--- src/verilog/prs_consts.svh ---
// constants of the reference clock switchover block: offsets, fields, resets, counts
// assumes inclusion by the monitor and by every design file that decodes registers
`ifndef PRS_CONSTS_SVH
`define PRS_CONSTS_SVH

// ****************************************
// register offsets (byte addresses, low 12 bits decoded)
// ****************************************
`define PRS_OFS_CTRL 12'h000
`define PRS_OFS_STATUS 12'h004

// ****************************************
// control register fields
// ****************************************
`define PRS_CTRL_MODE_LSB 0
`define PRS_CTRL_MODE_MSB 1
`define PRS_CTRL_SWREQ_BIT 2
`define PRS_CTRL_PLLRST_BIT 3
`define PRS_CTRL_MODE_RST 2'h1
`define PRS_CTRL_SWREQ_RST 1'b0
`define PRS_CTRL_PLLRST_RST 1'b0

// ****************************************
// status register fields
// ****************************************
`define PRS_STAT_LOSS_PRI_BIT 0
`define PRS_STAT_LOSS_BAK_BIT 1
`define PRS_STAT_SEL_BIT 2
`define PRS_STAT_BUSY_BIT 3

// ****************************************
// response codes and counts
// ****************************************
`define PRS_RESP_OKAY 2'h0
`define PRS_RESP_SLVERR 2'h2
// three edges, so an other input up to twice as fast never flags a live one
`define PRS_LOSS_EDGES 2'h3
`define PRS_QUAL_EDGES 2'h3

`endif

--- src/verilog/prs_pkg.sv ---
// types and shared helpers of the reference clock switchover block
// assumes nothing beyond the constants header
package prs_pkg;

  // ****************************************
  // modes and sequencer states
  // ****************************************
  typedef enum logic [1:0] {
    PRS_MODE_AUTO,
    PRS_MODE_MANUAL,
    PRS_MODE_OVERRIDE,
    PRS_MODE_SPARE
  } prs_mode_t;

  typedef enum logic [1:0] {
    PRS_SW_IDLE,
    PRS_SW_GATE_OLD,
    PRS_SW_SELECT_NEW
  } prs_state_t;

  // falling edge between two successive samples of a reference input
  function automatic logic prs_fell(input logic prev, input logic cur);
    prs_fell = prev & ~cur;
  endfunction : prs_fell

endpackage : prs_pkg

--- src/verilog/prs_clk_monitor.sv ---
// activity monitor for one reference input, timed by the other input
// assumes both inputs already sampled on aclk and edges given as one-cycle pulses
`timescale 1ns/1ps
`include "prs_consts.svh"

module prs_clk_monitor (
  // clock and reset
  input wire logic aclk,
  input wire logic aresetn,
  // sampled edges
  input wire logic own_fall,
  input wire logic other_fall,
  // result
  output logic loss
);
  import prs_pkg::*;

  logic [1:0] cnt_q;
  logic [1:0] cnt_d;
  logic loss_q;
  logic loss_d;

  // ****************************************
  // counting the other input's edges
  // ****************************************
  // both idle: no edges counted, so no new loss is claimed
  always_comb begin
    cnt_d = cnt_q;
    loss_d = loss_q;
    if (own_fall) begin
      cnt_d = 2'h0;
      loss_d = 1'b0;
    end else if (other_fall && cnt_q != `PRS_LOSS_EDGES) begin
      cnt_d = cnt_q + 2'h1;
      if (cnt_q + 2'h1 == `PRS_LOSS_EDGES) begin
        loss_d = 1'b1;
      end
    end
  end

  always_ff @(posedge aclk) begin
    if (!aresetn) begin
      cnt_q <= 2'h0;
      loss_q <= 1'b0;
    end else begin
      cnt_q <= cnt_d;
      loss_q <= loss_d;
    end
  end

  assign loss = loss_q;

endmodule : prs_clk_monitor

--- src/verilog/prs_switchover.sv ---
// reference clock switchover: selects primary or backup input for the pll
// assumes reference inputs are slow next to aclk and treated as synchronous samples
// Behaviour
// auto mode leaves a stopped active input
// manual: qualified request rise swaps inputs
// override: high request blocks automatic switching
// two loss flags and selection indicator out
// auto switching repeats without count limit
// both idle: no switchover started
// loss flag only on sensed stop
// wide frequency gap: only indicator trusted
// indicator shows the current pll reference
// stuck two cycles: flag, mux moves
// auto switch on available input's fall
// gate at old fall, select at new
// override indicator follows request; no flags
// only request rises switch, falls never
// finish only when target input toggles
// primary selected after reset
// fabric drops request before next switch
// request held three slower-input cycles
// request raised only with both running
// auto mode needs inputs within 2x
// fabric pulses pll reset after switch
// spread spectrum is plain jitter here
// pll reset held at least 10 ns
// loss sensed by other input's cycles
//
// The AXI4-Lite slave port and the placing of the registers were left to the implementer.
`timescale 1ns/1ps
`include "prs_consts.svh"

module prs_switchover (
  // clock and reset
  input wire logic aclk,
  input wire logic aresetn,
  // axi4-lite write address
  input wire logic [31:0] s_axi_awaddr,
  input wire logic [2:0] s_axi_awprot,
  input wire logic s_axi_awvalid,
  output logic s_axi_awready,
  // axi4-lite write data
  input wire logic [31:0] s_axi_wdata,
  input wire logic [3:0] s_axi_wstrb,
  input wire logic s_axi_wvalid,
  output logic s_axi_wready,
  // axi4-lite write response
  output logic [1:0] s_axi_bresp,
  output logic s_axi_bvalid,
  input wire logic s_axi_bready,
  // axi4-lite read address
  input wire logic [31:0] s_axi_araddr,
  input wire logic [2:0] s_axi_arprot,
  input wire logic s_axi_arvalid,
  output logic s_axi_arready,
  // axi4-lite read data
  output logic [31:0] s_axi_rdata,
  output logic [1:0] s_axi_rresp,
  output logic s_axi_rvalid,
  input wire logic s_axi_rready,
  // reference inputs
  input wire logic ref_clock_primary,
  input wire logic ref_clock_backup,
  // pll side and status
  output logic mux_select,
  output logic gated_reference,
  output logic pll_reset,
  output logic loss_flag_primary,
  output logic loss_flag_backup,
  output logic selected_input_indicator
);
  import prs_pkg::*;

  // ****************************************
  // declarations
  // ****************************************
  logic pri_q, pri_d, pri_prev_q, pri_prev_d;
  logic bak_q, bak_d, bak_prev_q, bak_prev_d;
  logic pri_fall, bak_fall, loss_pri, loss_bak;
  prs_mode_t mode_q, mode_d;
  logic swreq_q, swreq_d, pllrst_q, pllrst_d;
  prs_state_t state_q, state_d;
  logic sel_q, sel_d, gate_q, gate_d;
  logic ref_out_q, ref_out_d, req_prev_q, req_prev_d;
  logic armed_q, armed_d;
  logic [1:0] qual_pri_q, qual_pri_d, qual_bak_q, qual_bak_d;
  logic old_fall, new_fall, active_loss, target_loss;
  logic manual_go, auto_go, auto_allowed;
  logic aw_hold_q, aw_hold_d, w_hold_q, w_hold_d;
  logic [11:0] waddr_q, waddr_d;
  logic [31:0] wdata_q, wdata_d, rdata_q, rdata_d;
  logic [3:0] wstrb_q, wstrb_d;
  logic bvalid_q, bvalid_d, rvalid_q, rvalid_d;
  logic [1:0] bresp_q, bresp_d, rresp_q, rresp_d;

  // ****************************************
  // sampling of the reference inputs
  // ****************************************
  always_comb begin
    pri_d = ref_clock_primary;
    bak_d = ref_clock_backup;
    pri_prev_d = pri_q;
    bak_prev_d = bak_q;
  end
  always_ff @(posedge aclk) begin
    if (!aresetn) begin
      pri_q <= 1'b0;
      bak_q <= 1'b0;
      pri_prev_q <= 1'b0;
      bak_prev_q <= 1'b0;
    end else begin
      pri_q <= pri_d;
      bak_q <= bak_d;
      pri_prev_q <= pri_prev_d;
      bak_prev_q <= bak_prev_d;
    end
  end

  // spread input needs no special path, its wander is plain jitter here
  assign pri_fall = prs_fell(pri_prev_q, pri_q);
  assign bak_fall = prs_fell(bak_prev_q, bak_q);

  // ****************************************
  // loss sensing, each input timed by the other
  // ****************************************
  prs_clk_monitor u_mon_pri (
    .aclk(aclk),
    .aresetn(aresetn),
    .own_fall(pri_fall),
    .other_fall(bak_fall),
    .loss(loss_pri)
  );
  prs_clk_monitor u_mon_bak (
    .aclk(aclk),
    .aresetn(aresetn),
    .own_fall(bak_fall),
    .other_fall(pri_fall),
    .loss(loss_bak)
  );

  // ****************************************
  // switch sequencer
  // ****************************************
  assign old_fall = sel_q ? bak_fall : pri_fall;
  assign new_fall = sel_q ? pri_fall : bak_fall;
  assign active_loss = sel_q ? loss_bak : loss_pri;
  assign target_loss = sel_q ? loss_pri : loss_bak;
  // automatic path off in manual mode and while an override request is high
  assign auto_allowed = (mode_q == PRS_MODE_AUTO) || (mode_q == PRS_MODE_OVERRIDE && !swreq_q);
  // target must be alive, so a double stop never starts a switch
  assign auto_go = auto_allowed && active_loss && !target_loss;
  assign manual_go = (mode_q != PRS_MODE_AUTO) && armed_q && swreq_q &&
                     qual_pri_q == `PRS_QUAL_EDGES && qual_bak_q == `PRS_QUAL_EDGES;

  always_comb begin
    state_d = state_q;
    sel_d = sel_q;
    gate_d = gate_q;
    req_prev_d = swreq_q;
    armed_d = armed_q;
    qual_pri_d = qual_pri_q;
    qual_bak_d = qual_bak_q;
    // only a rise arms; a fall just disarms and never swaps back
    if (swreq_q && !req_prev_q && !loss_pri && !loss_bak) begin
      armed_d = 1'b1;
      qual_pri_d = 2'h0;
      qual_bak_d = 2'h0;
    end else if (!swreq_q) begin
      armed_d = 1'b0;
    end else begin
      if (pri_fall && qual_pri_q != `PRS_QUAL_EDGES) begin
        qual_pri_d = qual_pri_q + 2'h1;
      end
      if (bak_fall && qual_bak_q != `PRS_QUAL_EDGES) begin
        qual_bak_d = qual_bak_q + 2'h1;
      end
    end
    case (state_q)
      PRS_SW_IDLE: begin
        if (manual_go) begin
          armed_d = 1'b0;
          state_d = PRS_SW_GATE_OLD;
        end else if (auto_go) begin
          // old input is dead, gate now and finish on the live one
          gate_d = 1'b1;
          state_d = PRS_SW_SELECT_NEW;
        end
      end
      PRS_SW_GATE_OLD: begin
        if (old_fall || active_loss) begin
          gate_d = 1'b1;
          state_d = PRS_SW_SELECT_NEW;
        end
      end
      PRS_SW_SELECT_NEW: begin
        // waits here as long as the target is not toggling
        if (new_fall && !target_loss) begin
          sel_d = ~sel_q;
          gate_d = 1'b0;
          state_d = PRS_SW_IDLE;
        end
      end
      default: begin
        state_d = PRS_SW_IDLE;
      end
    endcase
  end

  // glitch-free reference: low while gated, else the selected sample
  always_comb begin
    ref_out_d = 1'b0;
    if (!gate_d) begin
      ref_out_d = sel_d ? bak_q : pri_q;
    end
  end
  always_ff @(posedge aclk) begin
    if (!aresetn) begin
      state_q <= PRS_SW_IDLE;
      sel_q <= 1'b0;
      gate_q <= 1'b0;
      ref_out_q <= 1'b0;
      req_prev_q <= 1'b0;
      armed_q <= 1'b0;
      qual_pri_q <= 2'h0;
      qual_bak_q <= 2'h0;
    end else begin
      state_q <= state_d;
      sel_q <= sel_d;
      gate_q <= gate_d;
      ref_out_q <= ref_out_d;
      req_prev_q <= req_prev_d;
      armed_q <= armed_d;
      qual_pri_q <= qual_pri_d;
      qual_bak_q <= qual_bak_d;
    end
  end

  // ****************************************
  // axi4-lite write side and control register
  // ****************************************
  assign s_axi_awready = !aw_hold_q && !bvalid_q;
  assign s_axi_wready = !w_hold_q && !bvalid_q;
  always_comb begin
    aw_hold_d = aw_hold_q;
    w_hold_d = w_hold_q;
    waddr_d = waddr_q;
    wdata_d = wdata_q;
    wstrb_d = wstrb_q;
    bvalid_d = bvalid_q;
    bresp_d = bresp_q;
    mode_d = mode_q;
    swreq_d = swreq_q;
    pllrst_d = pllrst_q;
    if (s_axi_awvalid && s_axi_awready) begin
      aw_hold_d = 1'b1;
      waddr_d = s_axi_awaddr[11:0];
    end
    if (s_axi_wvalid && s_axi_wready) begin
      w_hold_d = 1'b1;
      wdata_d = s_axi_wdata;
      wstrb_d = s_axi_wstrb;
    end
    if (aw_hold_q && w_hold_q) begin
      aw_hold_d = 1'b0;
      w_hold_d = 1'b0;
      bvalid_d = 1'b1;
      bresp_d = `PRS_RESP_OKAY;
      if (waddr_q == `PRS_OFS_CTRL) begin
        // all control fields live in byte lane 0
        if (wstrb_q[0]) begin
          mode_d = prs_mode_t'(wdata_q[`PRS_CTRL_MODE_MSB:`PRS_CTRL_MODE_LSB]);
          swreq_d = wdata_q[`PRS_CTRL_SWREQ_BIT];
          // pulse width is software's job, the block only holds the level
          pllrst_d = wdata_q[`PRS_CTRL_PLLRST_BIT];
        end
      end else if (waddr_q != `PRS_OFS_STATUS) begin
        bresp_d = `PRS_RESP_SLVERR;
      end
    end else if (bvalid_q && s_axi_bready) begin
      bvalid_d = 1'b0;
    end
  end
  always_ff @(posedge aclk) begin
    if (!aresetn) begin
      aw_hold_q <= 1'b0;
      w_hold_q <= 1'b0;
      waddr_q <= 12'h000;
      wdata_q <= 32'h0000_0000;
      wstrb_q <= 4'h0;
      bvalid_q <= 1'b0;
      bresp_q <= `PRS_RESP_OKAY;
      mode_q <= prs_mode_t'(`PRS_CTRL_MODE_RST);
      swreq_q <= `PRS_CTRL_SWREQ_RST;
      pllrst_q <= `PRS_CTRL_PLLRST_RST;
    end else begin
      aw_hold_q <= aw_hold_d;
      w_hold_q <= w_hold_d;
      waddr_q <= waddr_d;
      wdata_q <= wdata_d;
      wstrb_q <= wstrb_d;
      bvalid_q <= bvalid_d;
      bresp_q <= bresp_d;
      mode_q <= mode_d;
      swreq_q <= swreq_d;
      pllrst_q <= pllrst_d;
    end
  end

  // ****************************************
  // axi4-lite read side and status register
  // ****************************************
  assign s_axi_arready = !rvalid_q;
  always_comb begin
    rvalid_d = rvalid_q;
    rdata_d = rdata_q;
    rresp_d = rresp_q;
    if (s_axi_arvalid && s_axi_arready) begin
      rvalid_d = 1'b1;
      rdata_d = 32'h0000_0000;
      rresp_d = `PRS_RESP_OKAY;
      if (s_axi_araddr[11:0] == `PRS_OFS_CTRL) begin
        rdata_d[`PRS_CTRL_MODE_MSB:`PRS_CTRL_MODE_LSB] = mode_q;
        rdata_d[`PRS_CTRL_SWREQ_BIT] = swreq_q;
        rdata_d[`PRS_CTRL_PLLRST_BIT] = pllrst_q;
      end else if (s_axi_araddr[11:0] == `PRS_OFS_STATUS) begin
        // flags are unreliable past a 2x gap; indicator stays exact
        rdata_d[`PRS_STAT_LOSS_PRI_BIT] = loss_pri;
        rdata_d[`PRS_STAT_LOSS_BAK_BIT] = loss_bak;
        rdata_d[`PRS_STAT_SEL_BIT] = sel_q;
        rdata_d[`PRS_STAT_BUSY_BIT] = (state_q != PRS_SW_IDLE);
      end else begin
        rresp_d = `PRS_RESP_SLVERR;
      end
    end else if (rvalid_q && s_axi_rready) begin
      rvalid_d = 1'b0;
    end
  end
  always_ff @(posedge aclk) begin
    if (!aresetn) begin
      rvalid_q <= 1'b0;
      rdata_q <= 32'h0000_0000;
      rresp_q <= `PRS_RESP_OKAY;
    end else begin
      rvalid_q <= rvalid_d;
      rdata_q <= rdata_d;
      rresp_q <= rresp_d;
    end
  end

  // ****************************************
  // outputs
  // ****************************************
  assign s_axi_bvalid = bvalid_q;
  assign s_axi_bresp = bresp_q;
  assign s_axi_rvalid = rvalid_q;
  assign s_axi_rdata = rdata_q;
  assign s_axi_rresp = rresp_q;
  // flags come straight from the monitors, so a manual swap raises none
  assign loss_flag_primary = loss_pri;
  assign loss_flag_backup = loss_bak;
  assign selected_input_indicator = sel_q;
  assign mux_select = sel_q;
  assign gated_reference = ref_out_q;
  assign pll_reset = pllrst_q;

endmodule : prs_switchover

--- config.mk ---
export PLATFORM = sky130hd
export DESIGN_NAME = prs_switchover
export DESIGN_NICKNAME = d
export VERILOG_FILES = /design/src/verilog/prs_pkg.sv /design/src/verilog/prs_clk_monitor.sv /design/src/verilog/prs_switchover.sv
export VERILOG_INCLUDE_DIRS = /design/src /design/src/verilog
export SDC_FILE = /design/constraint.sdc
export NUM_CORES = 1
export LEC_CHECK = 0
export ABC_AREA = 1
export ABC_CLOCK_PERIOD_IN_PS = 4100
export BUFFER_PORTS_ARGS = -buffer_cell sky130_fd_sc_hd__buf_2
export CORE_ASPECT_RATIO = 0.75
export CORE_MARGIN = 2
export CORE_UTILIZATION = 46
export DETAILED_ROUTE_END_ITERATION = 10
export PLACE_DENSITY_LB_ADDON = 0.2
export SETUP_SLACK_MARGIN = 0.2
export SYNTH_ARGS = -nofsm -noshare
export SYNTH_HDL_FRONTEND = slang
export SYNTH_HIERARCHICAL = 1
export SYNTH_SLANG_ARGS = --single-unit
--- constraint.sdc ---
create_clock -name aclk -period 4.1 [get_ports aclk]
set_clock_uncertainty 0.1 [all_clocks]
set_input_delay 1.23 -clock aclk [delete_from_list [all_inputs] [get_ports aclk]]
set_output_delay 1.23 -clock aclk [all_outputs]
set_load 0.02 [all_outputs]
==> impl_metrics.csv <==
group,metric,value,unit
setup_path,crit_required,2.77,ns
status,status,"complete, no violations",
synth,synth_ff_type,"dfxtp_1",
pwr,ir_worst_vdd,0.190,mV
routing,avgRoutedWirePerCell,9.69,um
timing,finalSetupViolCount,0,
routing,dr.pass1.iters,4,
setup_path,worst_ep_arrival_time,1.06,ns
global_routing,grt_overflow,0,
pwr,leakage,1.43,nW
place,place_area,2770,um^2
synth,synth_area,2550,um^2
cells_and_area,fin_nets,535,
floorplan,ioPinCount,162,
floorplan,die_h,68.5,um
timing,fmax,0.418,GHz
cts,post_cts_resized,0,
setup_path,r2r-end,"gated_reference",
synth,synthTopCellsByArea,"dfxtp_1 41%, buf_4 9.4%, nor2_1 8.8%",
timing,hold_slack,0.362,ns
cells_and_area,fillCellCount,532,
setup_path,crit_fanout,9,
run,max_cap_violations,0,
synth,yosysSeqAreaShare,40.8,%
setup_path,rrSetupSlack,2.49,ns
cts,clkLatencyLatePin,0.30,ns
timing,slew_headroom,60.4,%
timing,final_hold_viol_count,0,
global_routing,grt_max_degree,39,
place,pre_cts_ws,1.58,ns
setup_path,start_kind,"flop",
timing,tightest_slew,0.592,ns
setup_path,crit_family,"flip-flops",
cells_and_area,area_delta_synth_final,11.9,%
min_path,min_path_cells,2,
timing,timing.final.crit_share,58.4,%
floorplan,die_area,6160,um^2
floorplan,coreArea,5350,um^2
timing,fin_crit,2.39,ns
floorplan,row_count,23,
setup_path,critPathBufInv,1,
routing,routed_wl,4750,um
floorplan,start_util,47.7,%
synth,synth_top_area_cell,"dfxtp_1",
cts,cts_max_level,2,
setup_path,end_kind,"primary output",
setup_path,r2r_cells,9,
setup_path,critPathSlowestCell,"dfxtp_1",
cts,cts_root_buffer,"clkbuf_8",
synth,async_flop_share,0,%
place,place_hpwl,3580,um
synth,synth.most_common_cell,"nor2_1",
routing,via_per_inst,4.43,
pwr,total_power,985,uW
cts,clk_pin_slew,0.09,ns
timing,rsz0062_at_grt,"no",
place,gp_congestion,0.793,
synth,synth-seq-cells,52,
cts,cts-buffers-inserted,5,
global_routing,grt_pass1_wl,7960,um
routing,vias,2171,
cts,cts_buffer_depth,2,
routing,detail-route-antenna-nets,0,
synth,yosys_warnings,6,
routing,drtIter0Drc,82,
place,io_buffers,54,
setup_path,rr_startpoint,"pri_prev_q",
setup_path,critical_path.max_stage_delay,0.53,ns
min_path,hold_class,"reg2reg",
pwr,p_per_area,345,nW/um^2
synth,synth_edf_count,0,
timing,worst_slack,1.71,ns
global_routing,antenna_found_initial,0,
floorplan,fp.dieW,90.0,um
setup_path,crit_type,"reg2out",
synth,synthCells,361,
timing,drv_slew,0,
synth,synth_top_area_share,40.8,%
global_routing,grt_pass1_vias,1787,
cells_and_area,drive_gt1_share,18.6,%
min_path,whs_endpoint,"waddr_q[11]",
cells_and_area,diodes,0,
cells_and_area,fin_area,2860,um^2
cts,ctsHoldBuffers,0,
routing,drc_errors,0,
cts,post_cts_buffers,0,
cts,cts_tree,"done",
min_path,hold_path.startpoint,"waddr_q[11]",
synth,syn_area_per_cell,7.07,um^2
synth,netlist_top_cells_count,"60 x nor2_1, 53 x nand2_1, 52 x dfxtp_1, 48 x inv_1, 32 x buf_4",
global_routing,grt_usage,16.3,%
timing,fin_tns_setup,0,ns
setup_path,cp_cell_sequence,"buf_2",
synth,ys_types,23,
cts,clkSinkCount,52,
[tightest hold or removal path, stage by stage (launching register included)]
cell and delay, ns:
dfxtp_1 0.31, inv_1 0.06, a21oi_1 0.05
[cells in the final DEF (no fill, tap or decap), drive strengths merged, types with 3 or more instances in the layout]
cell	Yosys	layout
nor2	66	66
buf	33	55
nand2	55	55
inv	53	53
dfxtp	52	52
conb	1	30
nand3	29	29
a21oi	24	24
o21ai	22	22
ha	6	6
o211ai	5	5
clkbuf	5	5
nand4	4	4
clkinv	1	4
o21a	3	3
[power breakdown]
group	internal (mW)	total, mW	switching, mW
clock network	0.119	0.288	0.169
registers	0.533	0.547	0.0144
logic	0.0481	0.149	0.101
total	0.700	0.985	0.284
[how the worst max path moves through the flow]
| stage | from | endpoint | slack [ns] | cells past startpoint |
|---|---|---|---|---|
| 2_1_floorplan | mux_select | selected_input_indicator | 2.02 | 1 |
| 3_3_place_gp | aresetn | qual_bak_q[0] | 1.59 | 7 |
| 3_5_place_dp | aresetn | qual_bak_q[0] | 1.58 | 7 |
| 4_1_cts | mux_select | mux_select | 1.69 | 1 |
| 5_1_grt | mux_select | mux_select | 1.61 | 1 |
| 6_report | mux_select | selected_input_indicator | 1.71 | 1 |
[metrics by stage]
step	util, %	std cells
6_report	53.3	490
5_1_grt	53.3	490
4_1_cts	53.3	490
3_5_place_dp	51.7	482
3_3_place_gp	51.7	482
2_1_floorplan	-	390
[registers in the layout, summed over array words and instances (netlist names), 2 cells and up]
signal and cells:
wdata_q 4, u_mon_bak/cnt_q 2, waddr_q 12, qual_pri_q 2, u_mon_pri/cnt_q 2, s_axi_rdata 4, mode_q 2, state_q 2
qual_bak_q 2
[logic make-up (layout without fill, tap and decap cells)]
group,count (synthesis),in the layout,share of synthesized area (%)
and+or+nand+nor,156,156,26.4
buffers and inverters,92,117,18.3
AOI/OAI and AO/OA,54,54,11.4
DFF,52,52,40.8
adders and majority gates,6,6,2.94
other,1,30,0.147
[final cells by class]
type,count,area (um^2),share of cell area (%)
flip-flops and latches,52,1040,36.5
repair buffers,55,278,9.73
inverters,54,203,7.10
well taps,75,93.8,3.29
clock buffers,5,68.8,2.41
clock inverters,3,18.8,0.657
multi-input cells,246,1150,40.4
[layer usage]
metal	GRT usage [%]	vias up	share of wire, %
met1	22.8	917	55
met2	25.0	67	38
met4	6.35	0	1.5
met5	0	-	0
li1	-	1179	-
met3	3.59	8	5.8
No activity file was read; power rests on OpenSTA's default activity.
